`src/mtr_bank_regs.vh`:
```
// Offsets, field positions, widths and reset values of the timer bank.
// Assumes inclusion by bare name from the design files only.
`ifndef MTR_BANK_REGS_VH
`define MTR_BANK_REGS_VH

// Register addresses on the 7-bit processor address bus.
`define MTR_ADDR_W 7
`define MTR_DATA_W 16
`define MTR_OFS_MAX_TIME 7'h14
`define MTR_OFS_VALID_TX 7'h15
`define MTR_OFS_ROT_UPPER 7'h16
`define MTR_OFS_HOLD_UPPER 7'h17
`define MTR_OFS_NEG_UPPER 7'h18
`define MTR_OFS_LOW_BITS 7'h19
`define MTR_OFS_REQ_LOW 7'h1a
`define MTR_OFS_REQ_HIGH 7'h1b
`define MTR_OFS_ASYNC_QUEUE0_PRIORITY 7'h1c
`define MTR_OFS_ASYNC_QUEUE1_PRIORITY 7'h1d
`define MTR_OFS_ASYNC_QUEUE2_PRIORITY 7'h1e
`define MTR_OFS_SYNC_ALLOC 7'h1f
`define MTR_OFS_FIRST 7'h14
`define MTR_OFS_LAST 7'h1f
`define MTR_NUM_REGS 12

// Registers whose writes are taken only in initialization mode.
`define MTR_INIT_ONLY_MASK 12'h8c3

// Field layout of the packed low-bits word and the timers.
`define MTR_LOW_W 5
`define MTR_TIMER_W 21
`define MTR_LB_LATE 15
`define MTR_LB_NEG_LSB 10
`define MTR_LB_ROT_LSB 5
`define MTR_LB_HOLD_LSB 0
`define MTR_VTX_W 8
`define MTR_REQ_HIGH_W 5

// Reset values of the software-written registers.
`define MTR_RST_WORD 16'h0000
`define MTR_RST_VTX 8'h00

`endif

```
`src/mtr_acc.v`:
```
// Access decoder of the timer bank: turns a processor strobe into a
// read or write of one of the twelve words at 14H to 1FH.
// Assumes address and direction are stable in the strobe cycle.
`timescale 1ns/1ps
`include "mtr_bank_regs.vh"

module mtr_acc (
	input wire i_stb,
	input wire i_rnw,
	input wire [6:0] i_addr,
	output reg o_hit,
	output reg o_rd,
	output reg o_wr,
	output reg [3:0] o_idx
);

	reg [6:0] rel;

	// Addresses outside the window belong to other banks and are ignored.
	always @* begin
		rel = i_addr - `MTR_OFS_FIRST;
		o_hit = i_stb && (i_addr >= `MTR_OFS_FIRST)
			&& (i_addr <= `MTR_OFS_LAST);
		o_rd = o_hit && i_rnw;
		o_wr = o_hit && !i_rnw;
		o_idx = rel[3:0];
	end

endmodule // mtr_acc

```
`src/mtr_bank.v`:
```
// Timer and priority register bank of the media access controller.
// Assumes the timer engines sit outside and present their live values
// synchronous to I_CLK, and that one processor access lasts one cycle.
`timescale 1ns/1ps
`include "mtr_bank_regs.vh"

// Operation
// Read/write 16-bit max-time register at 14H.
// Write 15H loads valid-tx setting from low byte.
// Read 15H: setting low, live counter high.
// 16H reads/loads rotation timer upper bits.
// 17H reads/loads holding timer upper bits.
// 18H reads negotiated rotation upper bits.
// 19H packs low five bits of timers.
// Bit 15 of 19H shows late count.
// 18H and 19H are read-only.
// 1AH holds requested rotation low word.
// 1BH holds high word, five valid bits.
// Three queue priority registers at 1CH-1EH.
// 1FH synchronous allocation, read and write.
// Address bus, read high, write low, data.
// Some registers writable only in init mode.
// Valid-tx write ignores upper data byte.
module mtr_bank (
	input wire I_CLK,
	input wire I_RST_N,
	input wire I_STB,
	input wire I_RNW,
	input wire [6:0] I_ADDR,
	input wire [15:0] I_DATA,
	output reg [15:0] O_DATA,
	output reg O_DATA_OE,
	output reg O_ACK,
	output reg O_REFUSED,
	input wire I_INIT_MODE,
	input wire [7:0] I_VTX_COUNT,
	input wire [20:0] I_ROT_TIMER,
	input wire [20:0] I_HOLD_TIMER,
	input wire [20:0] I_NEG_ROT,
	input wire I_LATE_CNT,
	output reg [15:0] O_MAX_TIME,
	output reg [7:0] O_VTX_SETTING,
	output reg O_ROT_LOAD,
	output reg O_HOLD_LOAD,
	output reg [15:0] O_TIMER_LOAD_VAL,
	output reg [20:0] O_REQ_ROT,
	output reg [15:0] O_ASYNC_QUEUE0_PRIORITY,
	output reg [15:0] O_ASYNC_QUEUE1_PRIORITY,
	output reg [15:0] O_ASYNC_QUEUE2_PRIORITY,
	output reg [15:0] O_SYNC_ALLOC
);

	// Word index within the window: address minus 14H.
	localparam [3:0] IX_MAX = 4'h0;
	localparam [3:0] IX_VTX = 4'h1;
	localparam [3:0] IX_ROT = 4'h2;
	localparam [3:0] IX_HOLD = 4'h3;
	localparam [3:0] IX_NEG = 4'h4;
	localparam [3:0] IX_LOW = 4'h5;
	localparam [3:0] IX_REQL = 4'h6;
	localparam [3:0] IX_REQH = 4'h7;
	localparam [3:0] IX_ASYNC_QUEUE0_PRIORITY = 4'h8;
	localparam [3:0] IX_ASYNC_QUEUE1_PRIORITY = 4'h9;
	localparam [3:0] IX_ASYNC_QUEUE2_PRIORITY = 4'ha;
	localparam [3:0] IX_SYNC = 4'hb;

	// Decoder results and the stored words of the bank.
	wire acc_hit;
	wire acc_rd;
	wire acc_wr;
	wire [3:0] acc_idx;
	wire [11:0] init_only = `MTR_INIT_ONLY_MASK;
	wire [15:0] max_time_q;
	wire [7:0] vtx_q;
	wire [15:0] req_low_q;
	wire [15:0] req_high_q;
	wire [15:0] async_queue0_priority_q;
	wire [15:0] async_queue1_priority_q;
	wire [15:0] async_queue2_priority_q;
	wire [15:0] sync_q;

	// Combinational decode results and read-path words.
	reg wr_ok;
	reg wr_refused;
	reg [11:0] load_sel;
	reg [15:0] rd_word;
	reg [15:0] low_bits;

	// Upper word of a 21-bit timer; the three upper-word reads share it
	// so the split point between the words cannot drift between them.
	function [15:0] upper_word;
		input [20:0] t;
		begin
			upper_word = t[20:5];
		end
	endfunction

	// Low five bits of a timer, as they go into the packed word.
	// The packed word and the upper word together give the full count.
	function [4:0] low_field;
		input [20:0] t;
		begin
			low_field = t[`MTR_LOW_W-1:0];
		end
	endfunction

	// Decode of the processor strobe into a word index.
	mtr_acc u_acc (
		.i_stb(I_STB),
		.i_rnw(I_RNW),
		.i_addr(I_ADDR),
		.o_hit(acc_hit),
		.o_rd(acc_rd),
		.o_wr(acc_wr),
		.o_idx(acc_idx)
	);

	// A write to an init-only word outside init mode is dropped, so a
	// running ring cannot have its timing parameters changed under it.
	always @* begin
		wr_refused = acc_wr && init_only[acc_idx] && !I_INIT_MODE;
		wr_ok = acc_wr && !wr_refused;
		load_sel = 12'h000;
		if (wr_ok) begin
			load_sel[acc_idx] = 1'b1;
		end
		// The two live views have no storage behind them, so their
		// write strobes are dropped here and the access is only acked.
		load_sel[IX_NEG] = 1'b0;
		load_sel[IX_LOW] = 1'b0;
	end

	// Maximum-time setting, full word.
	mtr_reg #(
		.W(16),
		.RST(`MTR_RST_WORD)
	) u_max (
		.i_clk(I_CLK),
		.i_rst_n(I_RST_N),
		.i_load(load_sel[IX_MAX]),
		.i_d(I_DATA),
		.o_q(max_time_q)
	);

	// Valid-transmission setting takes only the low byte; the upper byte
	// would be the live counter on reads and is never written back.
	mtr_reg #(
		.W(8),
		.RST(`MTR_RST_VTX)
	) u_vtx (
		.i_clk(I_CLK),
		.i_rst_n(I_RST_N),
		.i_load(load_sel[IX_VTX]),
		.i_d(I_DATA[7:0]),
		.o_q(vtx_q)
	);

	// Requested rotation time, low word.
	mtr_reg #(
		.W(16),
		.RST(`MTR_RST_WORD)
	) u_reql (
		.i_clk(I_CLK),
		.i_rst_n(I_RST_N),
		.i_load(load_sel[IX_REQL]),
		.i_d(I_DATA),
		.o_q(req_low_q)
	);

	// Requested rotation time, high word; all bits read back.
	mtr_reg #(
		.W(16),
		.RST(`MTR_RST_WORD)
	) u_reqh (
		.i_clk(I_CLK),
		.i_rst_n(I_RST_N),
		.i_load(load_sel[IX_REQH]),
		.i_d(I_DATA),
		.o_q(req_high_q)
	);

	// Priority of asynchronous queue 0.
	mtr_reg #(
		.W(16),
		.RST(`MTR_RST_WORD)
	) u_async_queue0_priority (
		.i_clk(I_CLK),
		.i_rst_n(I_RST_N),
		.i_load(load_sel[IX_ASYNC_QUEUE0_PRIORITY]),
		.i_d(I_DATA),
		.o_q(async_queue0_priority_q)
	);

	// Priority of asynchronous queue 1.
	mtr_reg #(
		.W(16),
		.RST(`MTR_RST_WORD)
	) u_async_queue1_priority (
		.i_clk(I_CLK),
		.i_rst_n(I_RST_N),
		.i_load(load_sel[IX_ASYNC_QUEUE1_PRIORITY]),
		.i_d(I_DATA),
		.o_q(async_queue1_priority_q)
	);

	// Priority of asynchronous queue 2.
	mtr_reg #(
		.W(16),
		.RST(`MTR_RST_WORD)
	) u_async_queue2_priority (
		.i_clk(I_CLK),
		.i_rst_n(I_RST_N),
		.i_load(load_sel[IX_ASYNC_QUEUE2_PRIORITY]),
		.i_d(I_DATA),
		.o_q(async_queue2_priority_q)
	);

	// Synchronous bandwidth allocation.
	mtr_reg #(
		.W(16),
		.RST(`MTR_RST_WORD)
	) u_sync (
		.i_clk(I_CLK),
		.i_rst_n(I_RST_N),
		.i_load(load_sel[IX_SYNC]),
		.i_d(I_DATA),
		.o_q(sync_q)
	);

	// Packed low bits of the three timers with the late flag on top.
	always @* begin
		low_bits = 16'h0000;
		low_bits[`MTR_LB_LATE] = I_LATE_CNT;
		low_bits[`MTR_LB_NEG_LSB +: `MTR_LOW_W] =
			low_field(I_NEG_ROT);
		low_bits[`MTR_LB_ROT_LSB +: `MTR_LOW_W] =
			low_field(I_ROT_TIMER);
		low_bits[`MTR_LB_HOLD_LSB +: `MTR_LOW_W] =
			low_field(I_HOLD_TIMER);
	end

	// Read selection; timer views are sampled live in the strobe cycle.
	always @* begin
		case (acc_idx)
		IX_MAX: begin
			rd_word = max_time_q;
		end
		IX_VTX: begin
			rd_word = {I_VTX_COUNT, vtx_q};
		end
		IX_ROT: begin
			rd_word = upper_word(I_ROT_TIMER);
		end
		IX_HOLD: begin
			rd_word = upper_word(I_HOLD_TIMER);
		end
		IX_NEG: begin
			rd_word = upper_word(I_NEG_ROT);
		end
		IX_LOW: begin
			rd_word = low_bits;
		end
		IX_REQL: begin
			rd_word = req_low_q;
		end
		IX_REQH: begin
			rd_word = req_high_q;
		end
		IX_ASYNC_QUEUE0_PRIORITY: begin
			rd_word = async_queue0_priority_q;
		end
		IX_ASYNC_QUEUE1_PRIORITY: begin
			rd_word = async_queue1_priority_q;
		end
		IX_ASYNC_QUEUE2_PRIORITY: begin
			rd_word = async_queue2_priority_q;
		end
		IX_SYNC: begin
			rd_word = sync_q;
		end
		default: begin
			// Indices 12 to 15 never come with a hit; they read zero.
			rd_word = 16'h0000;
		end
		endcase
	end

	// Bus answer: data and its enable stand for one cycle after a read;
	// every access in the window is acknowledged, refused ones included.
	always @(posedge I_CLK) begin
		if (!I_RST_N) begin
			O_DATA <= 16'h0000;
			O_DATA_OE <= 1'b0;
			O_ACK <= 1'b0;
			O_REFUSED <= 1'b0;
		end else begin
			// Zero when not reading, so a merged bus sees no stale word.
			O_DATA <= acc_rd ? rd_word : 16'h0000;
			O_DATA_OE <= acc_rd;
			O_ACK <= acc_hit;
			O_REFUSED <= wr_refused;
		end
	end

	// Diagnostic loads of the running timers go out as a one-cycle pulse
	// with the word, since the timer engines own those counters.
	always @(posedge I_CLK) begin
		if (!I_RST_N) begin
			O_ROT_LOAD <= 1'b0;
			O_HOLD_LOAD <= 1'b0;
			O_TIMER_LOAD_VAL <= 16'h0000;
		end else begin
			O_ROT_LOAD <= load_sel[IX_ROT];
			O_HOLD_LOAD <= load_sel[IX_HOLD];
			// The word holds after the pulse; only the pulse means load.
			if (load_sel[IX_ROT] || load_sel[IX_HOLD]) begin
				O_TIMER_LOAD_VAL <= I_DATA;
			end
		end
	end

	// Settings to the timer engines, retimed so every output is a flop;
	// they trail the stored registers by one cycle.
	always @(posedge I_CLK) begin
		if (!I_RST_N) begin
			O_MAX_TIME <= `MTR_RST_WORD;
			O_VTX_SETTING <= `MTR_RST_VTX;
			O_REQ_ROT <= {21{1'b0}};
			O_ASYNC_QUEUE0_PRIORITY <= `MTR_RST_WORD;
			O_ASYNC_QUEUE1_PRIORITY <= `MTR_RST_WORD;
			O_ASYNC_QUEUE2_PRIORITY <= `MTR_RST_WORD;
			O_SYNC_ALLOC <= `MTR_RST_WORD;
		end else begin
			O_MAX_TIME <= max_time_q;
			O_VTX_SETTING <= vtx_q;
			// Only five bits of the high word take part in the time.
			O_REQ_ROT <= {req_high_q[`MTR_REQ_HIGH_W-1:0],
				req_low_q};
			O_ASYNC_QUEUE0_PRIORITY <= async_queue0_priority_q;
			O_ASYNC_QUEUE1_PRIORITY <= async_queue1_priority_q;
			O_ASYNC_QUEUE2_PRIORITY <= async_queue2_priority_q;
			O_SYNC_ALLOC <= sync_q;
		end
	end

endmodule // mtr_bank

```
`src/mtr_reg.v`:
```
// One software-loaded register of the timer bank.
// Assumes a synchronous active-low reset and a one-cycle load pulse.
`timescale 1ns/1ps

module mtr_reg #(
	parameter W = 16,
	parameter [W-1:0] RST = {W{1'b0}}
) (
	input wire i_clk,
	input wire i_rst_n,
	input wire i_load,
	input wire [W-1:0] i_d,
	output reg [W-1:0] o_q
);

	// Apart from reset, the load pulse alone changes the stored value.
	always @(posedge i_clk) begin
		if (!i_rst_n) begin
			o_q <= RST;
		end else if (i_load) begin
			o_q <= i_d;
		end
	end

endmodule // mtr_reg

```
`config.mk`:
```
export PLATFORM = sky130hd
export DESIGN_NAME = mtr_bank
export DESIGN_NICKNAME = d
export VERILOG_FILES = /design/src/mtr_acc.v /design/src/mtr_bank.v /design/src/mtr_reg.v
export VERILOG_INCLUDE_DIRS = /design/src /design/src/src
export SDC_FILE = /design/constraint.sdc
export NUM_CORES = 1
export LEC_CHECK = 0
export BUFFER_PORTS_ARGS = -buffer_cell sky130_fd_sc_hd__buf_2
export CAP_MARGIN = 20
export CELL_PAD_IN_SITES_DETAIL_PLACEMENT = 1
export CELL_PAD_IN_SITES_GLOBAL_PLACEMENT = 1
export CORE_ASPECT_RATIO = 1.2
export CORE_MARGIN = 2
export CORE_UTILIZATION = 40
export CTS_CLUSTER_DIAMETER = 200
export DETAILED_ROUTE_END_ITERATION = 8
export PLACE_DENSITY_LB_ADDON = 0.1
export SLEW_MARGIN = 0
export SYNTH_ARGS = -nofsm -noshare
export SYNTH_HDL_FRONTEND = slang
export SYNTH_SLANG_ARGS = --single-unit
```
`constraint.sdc`:
```
create_clock -name I_CLK -period 2.42 [get_ports I_CLK]
set_input_delay 0.121 -clock I_CLK [delete_from_list [all_inputs] [get_ports I_CLK]]
set_output_delay 0.121 -clock I_CLK [all_outputs]
set_load 0.05 [all_outputs]
```
==> metrics.cfg <==
[logic_synthesis]
synth.ff_latch_count = 266
ys.flop_type = dfxtp_1
async_flop_share_pct = 0
syn-num-nets = 1112
synth_seq_area_share_pct = 53.6
avgSynthCellArea_um2 = 9.86
synth_warnings = 0
yosysUniqueCellTypes = 49
synth_enable_flop_cells = 0
syn_area_um2 = 9930
netlist_instances = 1007

[grt]
grt_max_degree = 89
overflow = 0
antenna_found_initial = 0
grt_pass1_wl_um = 50900
grt_usage_pct = 25.4
first_global_vias = 8665

[routing]
wire_per_inst_um = 21.2
dr.pass1.iters = 5
drc = 0
drt-initial-drc-count = 456
postRouteAntennaNets = 0
vias = 8360
via_per_inst = 5.22
wirelength_um = 33900

[worst_setup_path]
worstPathMaxFanout = 8
critPathArrivalTime_ns = 2.18
r2r-end = O_DATA[14]$_SDFF_PN0_
cp.required_ns = 2.82
crit_path_cell_trace = buf_2, inv_1, ha_2, or3b_1, and2_1, or4_1, mux2i_1
cp_slowest_cell = or4_1
reg2reg_slack_ns = 0.96
cp-end-kind = flop
start_kind = input port
critical_path_class = input port to flop
cpPeakStageDelay_ns = 0.81
r2r_start = u_sync.o_q[14]$_SDFFE_PN0P_
r2r_cells = 4

[hold_path]
hold_depth = 4
min_from = I_ROT_TIMER[2]
hold_path.class = input port to flop
hold_end = O_DATA[7]$_SDFF_PN0_

[clock_tree]
cts_root_buf = clkbuf_16
insertion_delay_ns = 0.54
clk_path_buf_depth = 3
cts_tree = done
ctsResizeCount = 0
clk_pin_slew_worst_paths_ns = 0.06
cts_hold_buf = 18
h-tree-depth = 1
cts.sinks = 266
post_cts_buffers = 0
numCtsBuffers = 27

[power_and_ir_drop]
powerDensity_nw_per_um2 = 714
finalPower_mw = 8.99
ir_worst_vdd_mv = 0.503
p_leak_nw = 6.51

[finish]
finish.utilization_pct = 51.3
area_delta_synth_final_pct = 26.8
regMostFlops = O_REQ_ROT
largest_reg_flops = 21
finalNonFillerCells = 1601
layout-drive-gt1-share_pct = 26.8
nets = 1363
n_antenna_cell = 0

[placed_design]
port_buffers = 245
routabilityCongestion = 0.848
post-place-cells = 1536
place_ws_ns = 0.0994
hpwl_um = 24100

[timing]
setup_viol = 0
max_slew_margin_pct = 55.1
tns_ns = 0
hold_viol_final = 0
rsz0062_at_grt = false
period_needed_ns = 1.78
layout_setup_ws_ns = 0.643
finalMaxSlewViolations = 0
worst_pin_slew_ns = 0.671
skew_ns = 0.0135
fin_crit_sh_pct = 73.4
max_freq_mhz = 563

[die]
die_h_um = 177
die_w_um = 148
io_pins = 246
num_rows = 63
start_util_pct = 40.5
die_area_um2 = 26100
core_area_um2 = 24500

[job]
drv_cap = 0

[run_status]
outcome = finished, final reports clean

worst max path at each step:
stage,to,startpoint,cells after the start
after detailed placement,u_vtx.o_q[6]$_SDFFE_PN0P_,I_ADDR[3],7
after floorplan,O_TIMER_LOAD_VAL[5]$_SDFFE_PN0P_,I_ADDR[3],9
after CTS,u_vtx.o_q[3]$_SDFFE_PN0P_,I_ADDR[3],7
after global routing,O_DATA[2]$_SDFF_PN0_,I_RST_N,8
final,u_vtx.o_q[3]$_SDFFE_PN0P_,I_ADDR[3],7
after global placement,u_vtx.o_q[4]$_SDFFE_PN0P_,I_ADDR[3],7
cell usage in the layout (no fill, tap or decap), types with 4 or more instances in the layout:
cell / Yosys / routed
a21oi_1: 45 / 45
clkinv_2: 0 / 4
mux2_2: 13 / 13
a222oi_1: 10 / 10
nor2_1: 7 / 7
a221oi_1: 14 / 14
clkbuf_8: 0 / 9
and2_1: 21 / 21
clkbuf_1: 53 / 4
buf_2: 6 / 244
nand2b_1: 4 / 4
dfxtp_1: 266 / 266
a32o_1: 7 / 7
buf_12: 0 / 6
nand2_1: 157 / 157
buf_4: 3 / 25
clkbuf_16: 0 / 27
o211ai_1: 8 / 8
nor2b_1: 6 / 6
mux2i_1: 130 / 130
a22o_1: 7 / 7
inv_1: 98 / 98
o21ai_0: 32 / 32
a211oi_1: 8 / 8
dlygate4sd3_1: 0 / 18
a22oi_1: 20 / 20
nand3_1: 33 / 33
synthesized netlist by cell type, drive strengths merged (2+ instances only):
cell	number	area, um^2
nand4	3	18.8
a211o	2	17.5
nand4b	3	26.3
a21oi	45	225
a31oi	3	18.8
o211ai	8	60.1
nand2b	4	25.0
mux2i	130	1300
o21ai	32	160
nand2	157	589
nand3	33	165
nor3	2	10.0
a211oi	8	60.1
a22oi	20	150
a221oi	14	123
nor4	5	76.3
or4	3	30.0
nor2	7	26.3
ha	5	62.6
buf	18	124
clkbuf	53	199
a22o	7	61.3
inv	98	368
and3	3	18.8
nor2b	6	37.5
a32o	7	70.1
and2	21	131
nand4bb	2	22.5
mux4	2	45.0
o22ai	3	18.8
o2bb2ai	3	26.3
nand3b	2	15.0
dfxtp	266	5330
mux2	13	146
a222oi	10	100
metal layers:
metal | track usage (%) | wire, um | vias to the layer above
met2 | 47.2 | 17700 | 280
met3 | 3.05 | 1650 | 43
li1 | - | - | 3947
met4 | 5.95 | 688 | 0
met5 | 0 | 0 | -
met1 | 31.3 | 13900 | 4090
critical path, delay by kind of cell:
family | cells | cell delay (ns)
simple gates | 3 | 1.46
fa+ha+maj | 1 | 0.21
mux | 1 | 0.20
buf+inv | 2 | 0.18
cell families (layout without fill, tap and decap cells):
group	count (synthesis)	after routing	synth area share, %
flip-flops	266	266	53.6
AND/OR/NAND/NOR	255	255	12.3
multiplexers	145	145	15.0
AO/OA/AOI/OAI	166	166	11.4
buffers and inverters	170	439	7.00
adder cells (fa/ha/maj)	5	5	0.630
area by class of cell:
class | count | area, um^2
Fill cell | 2843 | 11900
Sequential cell | 266 | 5330
Multi-Input combinational cell | 571 | 3920
Timing Repair Buffer | 293 | 1710
Clock buffer | 40 | 815
Tap cell | 325 | 407
Inverter | 99 | 372
Clock inverter | 7 | 43.8
stage by stage:
step	hold WS [ns]	cell area, um^2
6_report	0.0297	12600
5_1_grt	0.0598	12600
4_1_cts	0.0257	12600
3_5_place_dp	0.401	11500
3_3_place_gp	0.397	11500
2_1_floorplan	0.267	9930
power by group:
group	internal, mW	leakage [nW]	switching (mW)	total, mW
registers	4.38	2.14	0.00252	4.39
clock network	2.31	0.423	1.75	4.06
logic	0.190	3.94	0.355	0.545
Power figures use the tool's default switching activity.
